`src/node_cfg_pkg.sv`:
```
/*
 * Shared constants and types for the fieldbus node configuration block:
 * register map, field positions, reset values, rate codes and command codes.
 * Assumes a single 200 MHz clock and 32-bit APB register access.
 */
`default_nettype none
package node_cfg_pkg;
	localparam int CFG_W = 32;
	localparam int CLK_MHZ = 200;
	localparam int FLASH_HALF_MS = 250;
	localparam int FLASH_HALF_CYC = FLASH_HALF_MS * 1000 * CLK_MHZ;
	localparam logic [3:0] GW_FLASH_TOGGLES = 4'h8;
	localparam logic [1:0] SETTLE_CYC = 2'h3;

	localparam logic [7:0] CMD_OFFS = 8'h00;
	localparam logic [7:0] LINK_OFFS = 8'h04;
	localparam logic [7:0] STAT_OFFS = 8'h08;
	localparam logic [7:0] TEMP_OFFS = 8'h0c;
	localparam logic [7:0] ACTUAL_OFFS = 8'h10;
	localparam logic [7:0] REQ_OFFS = 8'h14;
	localparam logic [7:0] CURRENT_OFFS = 8'h18;
	localparam logic [7:0] IRQ_STAT_OFFS = 8'h1c;
	localparam logic [7:0] IRQ_MASK_OFFS = 8'h20;

	localparam logic [7:0] CMD_COMMIT = 8'h01;
	localparam logic [7:0] CMD_LOAD_CURRENT = 8'h02;
	localparam logic [7:0] CMD_RESTORE = 8'h03;

	localparam logic [1:0] RATE_125K = 2'h0;
	localparam logic [1:0] RATE_250K = 2'h1;
	localparam logic [1:0] RATE_500K = 2'h2;
	localparam logic [1:0] SW_AUTOBAUD = 2'h3;
	localparam logic [5:0] DEFAULT_ADDR = 6'h3f;

	localparam int LINK_AUTOBAUD_BIT = 0;
	localparam int LINK_RATE_LSB = 1;
	localparam int IRQ_W = 5;
	localparam int IRQ_SAVE = 0;
	localparam int IRQ_COMMIT = 1;
	localparam int IRQ_LOAD = 2;
	localparam int IRQ_RESTORE = 3;
	localparam int IRQ_REJECT = 4;

	typedef struct packed {
		logic autobaud;
		logic [1:0] rate;
		logic [CFG_W-1:0] required;
	} nv_type;

	typedef struct packed {
		logic [5:0] addr;
		logic [1:0] rate;
		logic term;
		logic save;
	} switch_type;
endpackage : node_cfg_pkg
`default_nettype wire

```
`src/fieldbus_node_config.sv`:
```
/*
 * Fieldbus node configuration: switch decoding, link rate and autobaud
 * settings, and the actual / temporary-required / required configuration
 * memories with save switch, network commands and mismatch indication.
 * Assumes an APB master on MCLK, an external non-volatile store that holds
 * NV_OUT when NV_WE pulses and presents it on NV_IN from power-up, and a
 * module bus that supplies the current station configuration on CUR_CFG.
 */
// Our own choices: the APB register port and the address map.
//
// Functional notes
// - node address is the weighted sum of six switches; default address 63.
// - rate switches 00=125k, low=1 250k, high=1 500k, 11=autobaud.
// - autobaud enable writes accepted only while rate switches read 11.
// - with switches at 11 the network may set the bit rate attribute.
// - other switch settings force the fixed rate; network values ignored.
// - new address, rate or autobaud values take effect after power cycle.
// - save switch off-on-off stores current config into all three memories.
// - termination resistor takes the switch just before the save switch once, at power-up.
// - tool-written configuration lands only in the temporary-required memory.
// - commit command copies temporary-required into required memory.
// - module-bus indicator flashes while temporary-required differs from actual.
// - load-current command copies actual into temporary-required and required.
// - restore command copies required back into temporary-required.
// - load-current and restore overwrite pending uncommitted changes.
// - required configuration is kept in non-volatile storage.
// - internal module bus works without node addressing.
`default_nettype none
module fieldbus_node_config #(
	parameter int FLASH_HALF_CYC = node_cfg_pkg::FLASH_HALF_CYC
) (
	input wire logic MCLK,
	input wire logic SYS_RST,
	input wire logic PSEL,
	input wire logic PENABLE,
	input wire logic PWRITE,
	input wire logic [7:0] PADDR,
	input wire logic [31:0] PWDATA,
	output logic [31:0] PRDATA,
	output logic PREADY,
	output logic PSLVERR,
	input wire node_cfg_pkg::switch_type SW_PINS,
	input wire logic [node_cfg_pkg::CFG_W-1:0] CUR_CFG,
	input wire node_cfg_pkg::nv_type NV_IN,
	output node_cfg_pkg::nv_type NV_OUT,
	output logic NV_WE,
	output logic [5:0] NODE_ADDR,
	output logic [1:0] BIT_RATE,
	output logic AUTOBAUD_EN,
	output logic TERM_EN,
	output logic GW_LED,
	output logic IOS_LED,
	output logic IRQ
);
	localparam int CW = node_cfg_pkg::CFG_W;
	localparam int IW = node_cfg_pkg::IRQ_W;

	typedef enum logic [1:0] {ST_SETTLE, ST_CAPTURE, ST_RUN} boot_type;

	// synchronised switch pins; only the second stage is used here
	node_cfg_pkg::switch_type sw_sync;
	pin_sync #(.W($bits(node_cfg_pkg::switch_type))) u_sync (
		.clk(MCLK),
		.rst(SYS_RST),
		.d(SW_PINS),
		.q(sw_sync)
	);

	logic flash_tick;
	logic flash_phase;
	blink_gen #(.HALF_CYC(FLASH_HALF_CYC)) u_blink (
		.clk(MCLK),
		.rst(SYS_RST),
		.tick(flash_tick),
		.phase(flash_phase)
	);

	boot_type boot_reg;
	logic [1:0] settle_reg;
	node_cfg_pkg::switch_type held_reg;
	logic [5:0] addr_reg;
	logic [1:0] rate_reg;
	logic autobaud_reg;
	logic term_reg;
	logic nv_auto_reg;
	logic [1:0] nv_rate_reg;
	logic nv_we_reg;
	logic [CW-1:0] actual_reg;
	logic [CW-1:0] temp_reg;
	logic [CW-1:0] req_reg;
	logic save_armed_reg;
	logic save_on_reg;
	logic save_prev_reg;
	logic [3:0] gw_flash_reg;
	logic gw_led_reg;
	logic ios_led_reg;
	logic [IW-1:0] irq_stat_reg;
	logic [IW-1:0] irq_mask_reg;
	logic irq_reg;
	logic [31:0] prdata_reg;
	logic pready_reg;
	logic pslverr_reg;

	// bus decode
	wire setup_phase = PSEL && !PENABLE;
	wire access_done = PSEL && PENABLE && pready_reg;
	wire wr_done = access_done && PWRITE;
	wire hit_cmd = (PADDR == node_cfg_pkg::CMD_OFFS);
	wire hit_link = (PADDR == node_cfg_pkg::LINK_OFFS);
	wire hit_stat = (PADDR == node_cfg_pkg::STAT_OFFS);
	wire hit_temp = (PADDR == node_cfg_pkg::TEMP_OFFS);
	wire hit_actual = (PADDR == node_cfg_pkg::ACTUAL_OFFS);
	wire hit_req = (PADDR == node_cfg_pkg::REQ_OFFS);
	wire hit_cur = (PADDR == node_cfg_pkg::CURRENT_OFFS);
	wire hit_istat = (PADDR == node_cfg_pkg::IRQ_STAT_OFFS);
	wire hit_imask = (PADDR == node_cfg_pkg::IRQ_MASK_OFFS);
	wire hit_any = hit_cmd | hit_link | hit_stat | hit_temp | hit_actual | hit_req |
		hit_cur | hit_istat | hit_imask;

	// switch-held autobaud position gates network link writes
	wire sw_auto = (held_reg.rate == node_cfg_pkg::SW_AUTOBAUD);
	wire link_ok = sw_auto && boot_reg == ST_RUN;
	wire [1:0] wr_rate = PWDATA[node_cfg_pkg::LINK_RATE_LSB +: 2];
	// unsupported rate codes are refused rather than stored
	wire rate_bad = (wr_rate == node_cfg_pkg::SW_AUTOBAUD);
	// acceptance follows the answer already given in the access cycle, so a
	// write decoded just before run starts is never refused yet stored
	wire link_rej_any = wr_done && hit_link && pslverr_reg;
	wire link_take = wr_done && hit_link && !pslverr_reg;

	// a byte code selects the memory move; unknown codes are refused
	wire cmd_wr = wr_done && hit_cmd;
	wire cmd_commit = cmd_wr && PWDATA[7:0] == node_cfg_pkg::CMD_COMMIT;
	wire cmd_load = cmd_wr && PWDATA[7:0] == node_cfg_pkg::CMD_LOAD_CURRENT;
	wire cmd_restore = cmd_wr && PWDATA[7:0] == node_cfg_pkg::CMD_RESTORE;
	wire temp_wr = wr_done && hit_temp;

	// refusal decode for the setup cycle, answered with the ready pulse
	wire cmd_known = (PWDATA[7:0] == node_cfg_pkg::CMD_COMMIT) ||
		(PWDATA[7:0] == node_cfg_pkg::CMD_LOAD_CURRENT) ||
		(PWDATA[7:0] == node_cfg_pkg::CMD_RESTORE);
	wire cmd_bad = PWRITE && hit_cmd && !cmd_known;
	wire link_bad = PWRITE && hit_link && (!link_ok || rate_bad);
	wire req_bad = !hit_any || link_bad || cmd_bad;

	// save switch sequence off -> on -> off
	wire save_rise = sw_sync.save && !save_prev_reg;
	wire save_fall = !sw_sync.save && save_prev_reg;
	wire save_evt = save_fall && save_on_reg && boot_reg == ST_RUN;

	wire [IW-1:0] irq_evt = {link_rej_any, cmd_restore, cmd_load, cmd_commit, save_evt};
	wire [IW-1:0] irq_w1c = (wr_done && hit_istat) ? PWDATA[IW-1:0] : '0;
	// restore leaves the required memory untouched, so it needs no store write
	wire nv_dirty = save_evt || cmd_commit || cmd_load || link_take;
	wire mismatch = (temp_reg != actual_reg);

	// status: [5:0] address, [7:6] held rate switches, [9:8] effective rate,
	// [10] autobaud, [11] termination, [12] mismatch
	wire [31:0] stat_word = {19'h0, mismatch, term_reg, autobaud_reg, rate_reg,
		held_reg.rate, addr_reg};
	// pending link settings as they will appear after the next power-up
	wire [31:0] link_word = {29'h0, nv_rate_reg, nv_auto_reg};
	wire [31:0] rd_mux =
		hit_link ? link_word :
		hit_stat ? stat_word :
		hit_temp ? 32'(temp_reg) :
		hit_actual ? 32'(actual_reg) :
		hit_req ? 32'(req_reg) :
		hit_cur ? 32'(CUR_CFG) :
		hit_istat ? 32'(irq_stat_reg) :
		hit_imask ? 32'(irq_mask_reg) : 32'h0;

	// APB slave: answer is prepared in setup, offered in the first access cycle
	always_ff @(posedge MCLK or posedge SYS_RST) begin
		if (SYS_RST) begin
			pready_reg <= 1'b0;
			pslverr_reg <= 1'b0;
			prdata_reg <= 32'h0;
		end else begin
			pready_reg <= setup_phase;
			pslverr_reg <= setup_phase && req_bad;
			prdata_reg <= (setup_phase && !PWRITE) ? rd_mux : 32'h0;
		end
	end

	// switches settle through the synchroniser, then are captured once
	always_ff @(posedge MCLK or posedge SYS_RST) begin
		if (SYS_RST) begin
			boot_reg <= ST_SETTLE;
			settle_reg <= 2'h0;
		end else begin
			case (boot_reg)
				ST_SETTLE: begin
					settle_reg <= settle_reg + 2'h1;
					if (settle_reg == node_cfg_pkg::SETTLE_CYC)
						boot_reg <= ST_CAPTURE;
				end
				ST_CAPTURE: boot_reg <= ST_RUN;
				ST_RUN: boot_reg <= ST_RUN;
				default: boot_reg <= ST_SETTLE;
			endcase
		end
	end

	// effective settings are taken at capture and never change until reset
	wire [1:0] eff_rate = (sw_sync.rate == node_cfg_pkg::SW_AUTOBAUD) ?
		NV_IN.rate : sw_sync.rate;
	wire eff_auto = (sw_sync.rate == node_cfg_pkg::SW_AUTOBAUD) && NV_IN.autobaud;

	always_ff @(posedge MCLK or posedge SYS_RST) begin
		if (SYS_RST) begin
			held_reg <= '0;
			addr_reg <= node_cfg_pkg::DEFAULT_ADDR;
			rate_reg <= node_cfg_pkg::RATE_125K;
			autobaud_reg <= 1'b0;
			term_reg <= 1'b0;
		end else if (boot_reg == ST_CAPTURE) begin
			held_reg <= sw_sync;
			addr_reg <= sw_sync.addr;
			rate_reg <= eff_rate;
			autobaud_reg <= eff_auto;
			term_reg <= sw_sync.term;
		end
	end

	// pending link settings: stored for the next power cycle only
	always_ff @(posedge MCLK or posedge SYS_RST) begin
		if (SYS_RST) begin
			nv_auto_reg <= 1'b0;
			nv_rate_reg <= node_cfg_pkg::RATE_125K;
		end else if (boot_reg == ST_CAPTURE) begin
			nv_auto_reg <= NV_IN.autobaud;
			nv_rate_reg <= NV_IN.rate;
		end else if (link_take) begin
			nv_auto_reg <= PWDATA[node_cfg_pkg::LINK_AUTOBAUD_BIT];
			nv_rate_reg <= wr_rate;
		end
	end

	// configuration memories; the save switch outranks a same-cycle command
	always_ff @(posedge MCLK or posedge SYS_RST) begin
		if (SYS_RST) begin
			actual_reg <= '0;
			temp_reg <= '0;
			req_reg <= '0;
		end else if (boot_reg == ST_CAPTURE) begin
			actual_reg <= NV_IN.required;
			temp_reg <= NV_IN.required;
			req_reg <= NV_IN.required;
		end else if (save_evt) begin
			actual_reg <= CUR_CFG;
			temp_reg <= CUR_CFG;
			req_reg <= CUR_CFG;
		end else if (cmd_load) begin
			temp_reg <= actual_reg;
			req_reg <= actual_reg;
		end else if (cmd_restore) begin
			temp_reg <= req_reg;
		end else if (cmd_commit) begin
			req_reg <= temp_reg;
		end else if (temp_wr) begin
			temp_reg <= PWDATA[CW-1:0];
		end
	end

	// non-volatile image is rewritten whenever its content changes
	always_ff @(posedge MCLK or posedge SYS_RST) begin
		if (SYS_RST)
			nv_we_reg <= 1'b0;
		else
			nv_we_reg <= nv_dirty;
	end

	// save switch: must be seen off before an on counts, so a switch left on
	// through power-up does not fire a save
	always_ff @(posedge MCLK or posedge SYS_RST) begin
		if (SYS_RST) begin
			save_prev_reg <= 1'b0;
			save_armed_reg <= 1'b0;
			save_on_reg <= 1'b0;
		end else if (boot_reg == ST_RUN) begin
			save_prev_reg <= sw_sync.save;
			if (!sw_sync.save && !save_on_reg)
				save_armed_reg <= 1'b1;
			if (save_rise && save_armed_reg)
				save_on_reg <= 1'b1;
			else if (save_fall)
				save_on_reg <= 1'b0;
		end else begin
			save_prev_reg <= sw_sync.save;
		end
	end

	// indicators: gateway steady on, flashing for a burst after a save;
	// module-bus indicator flashes on mismatch, driven with no node address
	always_ff @(posedge MCLK or posedge SYS_RST) begin
		if (SYS_RST) begin
			gw_flash_reg <= 4'h0;
			gw_led_reg <= 1'b0;
			ios_led_reg <= 1'b0;
		end else begin
			if (save_evt)
				gw_flash_reg <= node_cfg_pkg::GW_FLASH_TOGGLES;
			else if (flash_tick && gw_flash_reg != 4'h0)
				gw_flash_reg <= gw_flash_reg - 4'h1;
			gw_led_reg <= (boot_reg == ST_RUN) &&
				(gw_flash_reg == 4'h0 || flash_phase);
			ios_led_reg <= (boot_reg == ST_RUN) && (!mismatch || flash_phase);
		end
	end

	// interrupts: sticky events, a new event wins over a same-cycle clear
	// the mask reads back as written; status bits clear by writing ones
	always_ff @(posedge MCLK or posedge SYS_RST) begin
		if (SYS_RST) begin
			irq_stat_reg <= '0;
			irq_mask_reg <= '0;
			irq_reg <= 1'b0;
		end else begin
			irq_stat_reg <= (irq_stat_reg & ~irq_w1c) | irq_evt;
			if (wr_done && hit_imask)
				irq_mask_reg <= PWDATA[IW-1:0];
			irq_reg <= |(irq_stat_reg & irq_mask_reg);
		end
	end

	assign PRDATA = prdata_reg;
	assign PREADY = pready_reg;
	assign PSLVERR = pslverr_reg;
	assign NV_OUT = '{autobaud: nv_auto_reg, rate: nv_rate_reg, required: req_reg};
	assign NV_WE = nv_we_reg;
	assign NODE_ADDR = addr_reg;
	assign BIT_RATE = rate_reg;
	assign AUTOBAUD_EN = autobaud_reg;
	assign TERM_EN = term_reg;
	assign GW_LED = gw_led_reg;
	assign IOS_LED = ios_led_reg;
	assign IRQ = irq_reg;
endmodule : fieldbus_node_config
`default_nettype wire

```
`src/pin_sync.sv`:
```
/*
 * Two flip-flop synchroniser for a bank of slow switch pins.
 * Assumes the pins are quasi-static levels; no pulses shorter than a clock.
 */
`default_nettype none
module pin_sync #(
	parameter int W = 10
) (
	input wire logic clk,
	input wire logic rst,
	input wire logic [W-1:0] d,
	output logic [W-1:0] q
);
	logic [W-1:0] meta_reg;
	logic [W-1:0] q_reg;

	always_ff @(posedge clk or posedge rst) begin
		if (rst) begin
			meta_reg <= '0;
			q_reg <= '0;
		end else begin
			meta_reg <= d;
			q_reg <= meta_reg;
		end
	end

	assign q = q_reg;
endmodule : pin_sync
`default_nettype wire

```
`src/blink_gen.sv`:
```
/*
 * Divider producing a one-cycle tick every HALF_CYC clocks and a square wave
 * that toggles on each tick. Free running; indicators gate it as needed.
 */
`default_nettype none
module blink_gen #(
	parameter int HALF_CYC = 50000000
) (
	input wire logic clk,
	input wire logic rst,
	output logic tick,
	output logic phase
);
	logic [31:0] cnt_reg;
	logic tick_reg;
	logic phase_reg;
	wire cnt_done = (cnt_reg == 32'(HALF_CYC - 1));

	always_ff @(posedge clk or posedge rst) begin
		if (rst) begin
			cnt_reg <= '0;
			tick_reg <= 1'b0;
			phase_reg <= 1'b0;
		end else begin
			cnt_reg <= cnt_done ? '0 : cnt_reg + 32'h1;
			tick_reg <= cnt_done;
			phase_reg <= phase_reg ^ cnt_done;
		end
	end

	assign tick = tick_reg;
	assign phase = phase_reg;
endmodule : blink_gen
`default_nettype wire

```
`config.mk`:
```
export PLATFORM = sky130hd
export DESIGN_NAME = fieldbus_node_config
export DESIGN_NICKNAME = d
export VERILOG_FILES = /design/src/node_cfg_pkg.sv /design/src/fieldbus_node_config.sv /design/src/pin_sync.sv /design/src/blink_gen.sv
export SDC_FILE = /design/constraint.sdc
export NUM_CORES = 1
export LEC_CHECK = 0
export ABC_AREA = 1
export BUFFER_PORTS_ARGS = -buffer_cell sky130_fd_sc_hd__buf_2
export CAP_MARGIN = 20
export CELL_PAD_IN_SITES_DETAIL_PLACEMENT = 2
export CELL_PAD_IN_SITES_GLOBAL_PLACEMENT = 2
export CORE_UTILIZATION = 35
export CTS_BUF_LIST = sky130_fd_sc_hd__clkbuf_16
export CTS_CLUSTER_DIAMETER = 50
export DETAILED_ROUTE_END_ITERATION = 12
export PLACE_DENSITY = 0.87
export SLEW_MARGIN = 10
export SYNTH_ARGS = -nofsm -noshare
export SYNTH_HDL_FRONTEND = slang
export SYNTH_SLANG_ARGS = --single-unit
```
`constraint.sdc`:
```
create_clock -name MCLK -period 12 [get_ports MCLK]
set_input_delay 1.2 -clock MCLK [delete_from_list [all_inputs] [get_ports MCLK]]
set_output_delay 1.2 -clock MCLK [all_outputs]
set_load 0.01 [all_outputs]
```
==> impl_metrics.ini, run 1 <==
[status]
status = finished, final reports clean

[placed_design]
dpl_worst_slack_ns = 7.13
place.gp.congestion = 0.888
dp_cells = 2410
io_buffers = 204
post-dp-hpwl_um = 38500

[timing]
drv_slew = 0
hold_slack_ns = 0.344
hold_viol = 0
rsz0062_at_grt = false
worst_clock_skew_ns = 0.0277
min_period_ns = 4.99
tightest_slew_ns = 1.16
maxSlewHeadroom_pct = 22.9
setup_tns_ns = 0
post-route-worst-setup-slack_ns = 7.01
clock.fmax_ghz = 0.201
fin_crit_sh_pct = 41.6
setup_viol = 0

[clocking]
clock_latency_ns = 0.56
hold_buffers = 0
post_cts_buffers = 0
cts-root-buf = clkbuf_16
cts_buffers = 39
clock_sinks = 224
cts_resized = 0
tritoncts = done
clk_pin_slew_ns = 0.06
h-tree-depth = 2
clock_path_buffers = 3

[power_and_ir_drop]
p_leak_nw = 8.11
powerDensity_nw_per_um2 = 161
vdd_drop_max_v = 0.0000913

[setup_path]
path_common_cell = buf_4
required_ns = 12.45
cp_max_fo = 63
critPathArrivalTime_ns = 5.44
critPathSlowestCell = buf_4
worstSetupStartpointType = flip-flop
end_kind = flip-flop
slowest_delay_ns = 0.67
rr_endpoint = req_reg[1]
ff2ff_path_depth = 17
worst-setup-path-type = reg2reg
timing.rr.start = boot_reg[0]
path_cells = inv_1 > ha_1 > inv_2 > nor2_2 > nand2_1 > nor2_2 > buf_4 > inv_2 > buf_4 > nand2_2 > buf_4 > inv_2 > nand2_2 > buf_4 > nand3_1 > nand2_1 > inv_1
r2r_setup_slack_ns = 7.01

[route]
detail-route-antenna-nets = 0
vias_per_cell = 5.72
routed_wl_um = 63200
wire_per_inst_um = 25.4
drt-pass1-iter-count = 5
num_vias = 14200
drt-initial-drc-count = 972
drc = 0

[synth]
synth-seq-cells = 224
syn_area_um2 = 13000
synth_cell_types = 50
synth_nets = 1930
syn_area_per_cell_um2 = 7.24
syn_inst = 1800
yosys_warnings = 0
ys_seq_area_share_pct = 43.0

[cells_and_area]
nNetsFinal = 2115
syn_to_final_growth_pct = 20.2
drive_gt1_share_pct = 18.0
fin_util_pct = 42.8
stdcell_count = 2486

[hold_path]
min_from = u_sync.meta_reg[5]
hold_path.class = reg2reg
hold_depth = 0
hold-path-endpoint = u_sync.q[5]

[global_route]
grt.total_usage_pct = 33.3
grt_max_degree = 79
grt.overflow.total = 0
antenna_found_initial = 4
grt_pass1_vias = 15900
grt_pass1_wl_um = 96500

[job]
cap_violations = 0

[floorplanning]
die_h_um = 195
fp.dieArea_um2 = 38000
rows = 70
start_util_pct = 35.6
pin_count = 205
coreArea_um2 = 36600
dieWidth_um = 195
-- where the power goes --
group / total, mW / internal (mW) / switching [mW]
Sequential: 0.976 / 0.848 / 0.128
Combinational: 0.423 / 0.150 / 0.273
Clock: 1.12 / 0.666 / 0.453
Total: 2.52 / 1.66 / 0.853
-- cells in the final DEF, fill, tap and decap left out, types with 7 or more instances in the layout --
cell	Yosys	routed
clkbuf_16	0	39
nand4_1	49	49
or2_2	17	17
nor3_1	35	35
clkinvlp_4	0	9
o21ai_1	16	16
xor2_1	24	24
a21oi_1	63	63
inv_2	10	10
nor3_2	14	14
xnor2_1	25	25
or2_1	10	10
nor4_1	10	10
inv_1	233	234
buf_2	24	204
o22ai_1	7	7
buf_4	10	12
a31oi_1	19	19
o21ai_0	87	87
ha_1	8	7
o21bai_1	16	16
dfrtp_1	218	218
nand3_1	111	110
nor2_1	200	197
nand2_1	500	500
-- final cells by class --
| class | instances | area (um^2) |
|---|---|---|
| timing repair buffer | 219 | 1170 |
| tap | 468 | 586 |
| inverter | 244 | 923 |
| antenna | 4 | 10.0 |
| sequential | 224 | 5610 |
| fill | 4257 | 20900 |
| clock inverter | 31 | 279 |
| multi-input combinational | 1257 | 6120 |
| clock buffer | 39 | 976 |
-- Yosys cell counts (all sizes together) --
library cell / n / share of area, %
a211oi: 2 / 0.12
a21o: 1 / 0.058
a21oi: 63 / 2.4
a31oi: 19 / 0.91
a41oi: 1 / 0.067
and2: 1 / 0.048
buf: 52 / 2.6
clkbuf: 23 / 0.66
clkinv: 1 / 0.029
dfrtp: 218 / 42
dfstp: 6 / 1.2
ha: 8 / 0.77
inv: 243 / 7.0
mux2: 1 / 0.086
nand2: 507 / 15
nand3: 115 / 4.6
nand3b: 1 / 0.058
nand4: 50 / 2.4
nor2: 210 / 6.5
nor3: 50 / 2.5
nor4: 10 / 0.48
o2111ai: 1 / 0.067
o211ai: 5 / 0.29
o21ai: 104 / 4.1
o21bai: 16 / 0.92
o221ai: 2 / 0.13
o22ai: 7 / 0.34
o31ai: 3 / 0.17
o32ai: 3 / 0.20
or2: 27 / 1.3
or3: 1 / 0.048
xnor2: 25 / 1.7
xor2: 24 / 1.6
-- stage by stage --
step | cell area (um^2) | power, mW
after floorplan | 13000 | 1.19
after global placement | 14400 | 1.34
after detailed placement | 14400 | 1.37
after CTS | 15600 | 2.52
after global routing | 15700 | 2.60
final | 15700 | 2.52
-- worst max path at each step --
stage	cells after the start	start	endpoint
after floorplan	1	SYS_RST	AUTOBAUD_EN
after global placement	11	PADDR[7]	temp_reg[31]
after detailed placement	11	PADDR[5]	temp_reg[31]
after CTS	17	boot_reg[0]	req_reg[1]
after global routing	17	boot_reg[0]	req_reg[25]
final	17	boot_reg[0]	req_reg[1]
-- logic make-up after synthesis --
kind of cell	share of synthesized area, %
AOI/OAI and AO/OA	9.77
xor gates and xnor gates	3.29
adders and majority gates	0.768
buffers and inverters	10.3
DFF	43.0
muxes	0.0863
and+or+nand+nor	32.8
-- per-layer routing --
layer / part of all wire (%) / vias to the layer above / track usage (%)
met3: 5.6 / 201 / 5.01
met5: 0 / - / 0
met4: 4.5 / 0 / 18.2
met2: 50 / 602 / 56.9
met1: 40 / 7326 / 40.4
li1: - / 6098 / -
-- critical path: cells and delay by family, from the launching register on --
family | cells | cell delay, ns
buf+inv | 9 | 2.73
simple gates | 7 | 1.25
flops | 1 | 0.38
fa+ha+maj | 1 | 0.40
Note: power is estimated with default switching activity, not from simulation.
==> run 2: changes to the inputs <==
- CORE_UTILIZATION: 35 -> 29
- PLACE_DENSITY: 0.87 -> 0.77
- clock period: 12 -> 4.5 ns (I/O delays scaled with it)
==> impl_metrics.ini, run 2 (synthesis results as in run 1) <==
[power_and_ir_drop]
vdd_drop_max_v = 0.000228
powerDensity_nw_per_um2 = 417
p_leak_nw = 8.21

[timing]
setup_viol = 0
drv_slew = 0
setup_tns_ns = 0
tightest_slew_ns = 1.21
worst_clock_skew_ns = 0.0359
fin_crit_sh_pct = 77.3
rsz0062_at_grt = false
maxSlewHeadroom_pct = 19.3
min_period_ns = 3.48
hold_viol = 0
clock.fmax_ghz = 0.287

[global_route]
grt_pass1_wl_um = 89100
grt.total_usage_pct = 25.2
grt_max_degree = 96
grt_pass1_vias = 15100
top_usage_layer = met2
grtUsageMet3_pct = 4.51
grt_use_met1_pct = 31.8
grt.overflow.total = 0
use_met2_pct = 43.2
antenna_found_initial = 1

[route]
routed_wl_um = 57700
vias_per_cell = 5.06
num_vias = 13300
drt-initial-drc-count = 649
wire_per_inst_um = 22.0
drc = 0
drt-pass1-iter-count = 7
detail-route-antenna-nets = 0

[clocking]
cts_buffers = 40
clk_pin_slew_ns = 0.05
cts-root-buf = clkbuf_16
cts_resized = 0
clock_latency_ns = 0.57
h-tree-depth = 2
tritoncts = done
clock_sinks = 224
clock_path_buffers = 3

[floorplanning]
start_util_pct = 29.4
coreArea_um2 = 44300
pin_count = 205
fp.dieArea_um2 = 45800
rows = 77
dieWidth_um = 214
die_h_um = 214

[cells_and_area]
stdcell_count = 2621
n_antenna_cell = 0
nNetsFinal = 2128
fin_util_pct = 36.0
syn_to_final_growth_pct = 22.3
drive_gt1_share_pct = 17.7
final_common_cell = nand2_1
final_cell_mix = 500 x nand2_1, 240 x inv_1, 218 x dfrtp_1

[setup_path]
end_kind = flip-flop
worst-setup-path-type = reg2reg
r2r_setup_slack_ns = 1.02
required_ns = 4.92
cp_max_fo = 33
worstSetupStartpointType = flip-flop
critPathArrivalTime_ns = 3.90

[status]
status = finished, final reports clean

[placed_design]
dp_cells = 2539
post-dp-hpwl_um = 39500
io_buffers = 204
place.gp.congestion = 0.862

[job]
cap_violations = 0

[hold_path]
hold_path.class = in2reg
## run 2: routing by layer
layer	up-vias	wire length (um)
li1	6116	-
met1	6727	25400
met2	306	27900
met3	107	2800
met4	0	1610
met5	-	0
## run 2: cell type report
class	count	area, um^2
Inverter	244	920
Multi-Input combinational cell	1257	6120
Clock inverter	32	262
Fill cell	5202	28400
Clock buffer	41	1030
Tap cell	592	741
Sequential cell	224	5610
Timing Repair Buffer	231	1260
## run 2: final timing paths
kind                                    start                 end  cells after the start
max                               boot_reg[0]        temp_reg[10]                     12
min                                SW_PINS[1]  u_sync.meta_reg[1]                      1
max reg2reg                       boot_reg[0]        temp_reg[10]                     12
min reg2reg                u_sync.meta_reg[4]         u_sync.q[4]                      0
max in group asynchronous             SYS_RST      actual_reg[25]                      3
min in group asynchronous             SYS_RST         req_reg[12]                      3
## run 2: worst max-delay path, cell delays in order, from the launching register on
cell	delay, ns
dfrtp_1	0.36
inv_1	0.10
ha_1	0.24
inv_2	0.10
nor2_2	0.05
nand2_1	0.09
nor2_2	0.05
inv_2	0.36
nand3_2	0.20
inv_2	0.62
nand2_2	0.73
nand3_1	0.32
nand2_1	0.09
## run 2: power by group
| group | switching, mW | internal, mW |
|---|---|---|
| clock network | 1.16 | 1.84 |
| registers | 0.304 | 2.26 |
| logic | 0.670 | 0.406 |
## run 2: stage by stage
step	hold slack (ns)	cell area [um^2]	setup WS [ns]	total power, mW
after floorplan	0.331	13000	1.13	3.16
after global placement	0.334	14600	1.26	3.59
after detailed placement	0.340	14600	1.02	3.66
after CTS	0.00444	15900	0.969	6.71
after global routing	0.0142	15900	0.744	6.93
final	0.0272	15900	1.02	6.64
## run 2: repair_timing
item | 4_1_cts | 5_1_grt
hold buffers | 9 | 0
endpoints found under the hold margin | 9 | 0
setup buffers | 0 | 0
==> run 3: changes to the inputs <==
- ABC_AREA: 1 -> 0
- CORE_UTILIZATION: 29 -> 32
- PLACE_DENSITY: 0.77 -> 0.78
- clock period: 4.5 -> 2.8 ns (I/O delays scaled with it)
==> impl_metrics.ini, run 3 <==
[clocking]
h-tree-depth = 2
clock_sinks = 224
clock_latency_ns = 0.53
cts-root-buf = clkbuf_16
cts_buffers = 36
clock_path_buffers = 3
cts_resized = 0
hold_buffers = 11
tritoncts = done
post_cts_buffers = 0
clk_pin_slew_ns = 0.06

[hold_path]
min_from = NV_IN[16]
hold_path.class = in2reg

[global_route]
grt_max_degree = 61
grt_pass1_wl_um = 83900
grt_pass1_vias = 13400
grt.overflow.total = 0
grt.total_usage_pct = 28.7
antenna_found_initial = 11

[timing]
min_period_ns = 2.61
tightest_slew_ns = 0.688
rsz0062_at_grt = false
drv_slew = 0
hold_viol = 0
maxSlewHeadroom_pct = 54.1
fin_crit_sh_pct = 93.2
worst_clock_skew_ns = 0.0203
clock.fmax_ghz = 0.383
setup_viol = 0

[setup_path]
timing.rr.start = boot_reg[0]
critPathArrivalTime_ns = 3.05
critPathSlowestCell = and3_1
critPathTopFamily = simple AND/OR/NAND/NOR gates
end_kind = flip-flop
slowest_delay_ns = 0.60
required_ns = 3.24
cp_max_fo = 9
startpoint = boot_reg[0]
crit_buf_inv = 2
path_cells = inv_1 > ha_1 > nand4b_1 > and3_1 > buf_4 > nand3_1 > a21o_1 > a31oi_1
worstSetupStartpointType = flip-flop
worst-setup-path-type = reg2reg

[floorplanning]
start_util_pct = 32.7
die_h_um = 196
rows = 70
pin_count = 205
fp.dieArea_um2 = 38400
coreArea_um2 = 36900
dieWidth_um = 196

[synth]
synthDominantCellAreaShare_pct = 45.3
syn_area_um2 = 12100
syn_inst = 1240
ys_seq_area_share_pct = 46.6
synth_ff_type = dfrtp_1
yosys-top-cells-area = dfrtp_1 45%, a21oi_1 4.5%, a2bb2oi_2 3.7%
synth-edff-count = 0
synth_cell_types = 63
postSynth.asyncResetShare_pct = 100
synth-seq-cells = 224
netlist_top_cells_count = 218 x dfrtp_1, 109 x a21oi_1, 86 x nand2_1
yosysTopAreaCell = dfrtp_1
yosysMostFrequentCell = dfrtp_1
syn_area_per_cell_um2 = 9.72
yosys_warnings = 0
synth_nets = 1370

[cells_and_area]
final_common_cell = dfrtp_1
drive_gt1_share_pct = 27.5
final_cell_mix = 218 x dfrtp_1, 204 x buf_2, 109 x a21oi_1
stdcell_area_um2 = 15500
syn_to_final_growth_pct = 28.7
nNetsFinal = 1615
fillers = 3962

[route]
drt-initial-drc-count = 833
vias_per_cell = 5.89
wire_per_inst_um = 27.2
routed_wl_um = 55000
drc = 0
drt-pass1-iter-count = 7
detail-route-antenna-nets = 0
num_vias = 11900

[power_and_ir_drop]
vdd_drop_max_v = 0.000342
powerDensity_nw_per_um2 = 669
finalPower_mw = 10.4
p_leak_nw = 6.82

[status]
status = finished, final reports clean

[job]
cap_violations = 0

[placed_design]
place.gp.congestion = 0.864
post-dp-hpwl_um = 37200
io_buffers = 204
post_dp_cell_area_um2 = 14200
[run 3: cell types whose count changed after synthesis, moves of 55 or more]
| cell | change |
|---|---|
| nand2_1 | -414 |
| nand3_1 | -55 |
| nor2_1 | -125 |
| a22oi_1 | +55 |
| inv_1 | -201 |
| o21ai_0 | -55 |
[run 3: cell families (layout without fill, tap and decap cells)]
| group | after synthesis | count (layout) | share of synthesized area, % |
|---|---|---|---|
| AND/OR/NAND/NOR | 372 | 372 | 15.5 |
| buffers and inverters | 121 | 393 | 4.46 |
| multiplexers | 31 | 31 | 2.79 |
| AO/OA/AOI/OAI | 417 | 417 | 25.0 |
| other | 0 | 6 | 0 |
| XOR/XNOR | 67 | 67 | 4.87 |
| flip-flops | 224 | 224 | 46.6 |
| adder cells (fa/ha/maj) | 8 | 8 | 0.831 |
[run 3: worst min-delay path, stage by stage]
cell and delay (ns):
buf_2 0.10, a32oi_1 0.06, o31ai_1 0.06
[run 3: stage by stage]
step                      setup TNS (ns)  worst slack [ns]  instances  util (%)  hold WS, ns
after floorplan                   -87.01            -0.399       1240         -        0.311
after global placement           -0.0761          -0.00781       1940      38.4        0.335
after detailed placement           -2.51            -0.117       1940      38.4        0.334
after CTS                              0             0.242       2016      42.0      0.00102
after global routing                   0            0.0726       2020      42.1       0.0343
final                                  0             0.189       2022      42.1       0.0292
[run 3: area by class of cell]
class                           instances  area [um^2]  share of cell area (%)
Clock buffer                           37          926                    5.97
Sequential cell                       224         5610                    36.2
Multi-Input combinational cell        895         5950                    38.4
Inverter                               32          124                   0.799
Tap cell                              504          631                    4.07
Timing Repair Buffer                  296         1950                    12.6
Clock inverter                         28          300                    1.94
Antenna cell                            6         15.0                  0.0968
[run 3: path summary, 6_finish.rpt]
| kind | end | slack, ns | depth (start not counted) |
|---|---|---|---|
| worst max-delay path | temp_reg[31] | 0.19 | 8 |
| worst min-delay path | temp_reg[16] | 0.03 | 3 |
| worst max register to register | temp_reg[31] | 0.19 | 8 |
| worst min register to register | u_sync.q[8] | 0.34 | 0 |
| max in group asynchronous | req_reg[4] | 1.60 | 5 |
| min in group asynchronous | settle_reg[1] | 0.33 | 3 |
[run 3: per-layer routing]
layer / track usage [%] / part of all wire, %
met4: 10.9 / 3.6
met2: 49.4 / 49
met1: 35.6 / 41
met5: 0 / 0.076
met3: 5.33 / 5.9
[run 3: where the power goes]
part / switching [mW] / internal (mW) / leakage, nW
Sequential: 0.562 / 3.59 / 2.79
Clock: 1.71 / 2.96 / 0.613
Combinational: 0.876 / 0.683 / 3.41
Total: 3.15 / 7.23 / 6.82
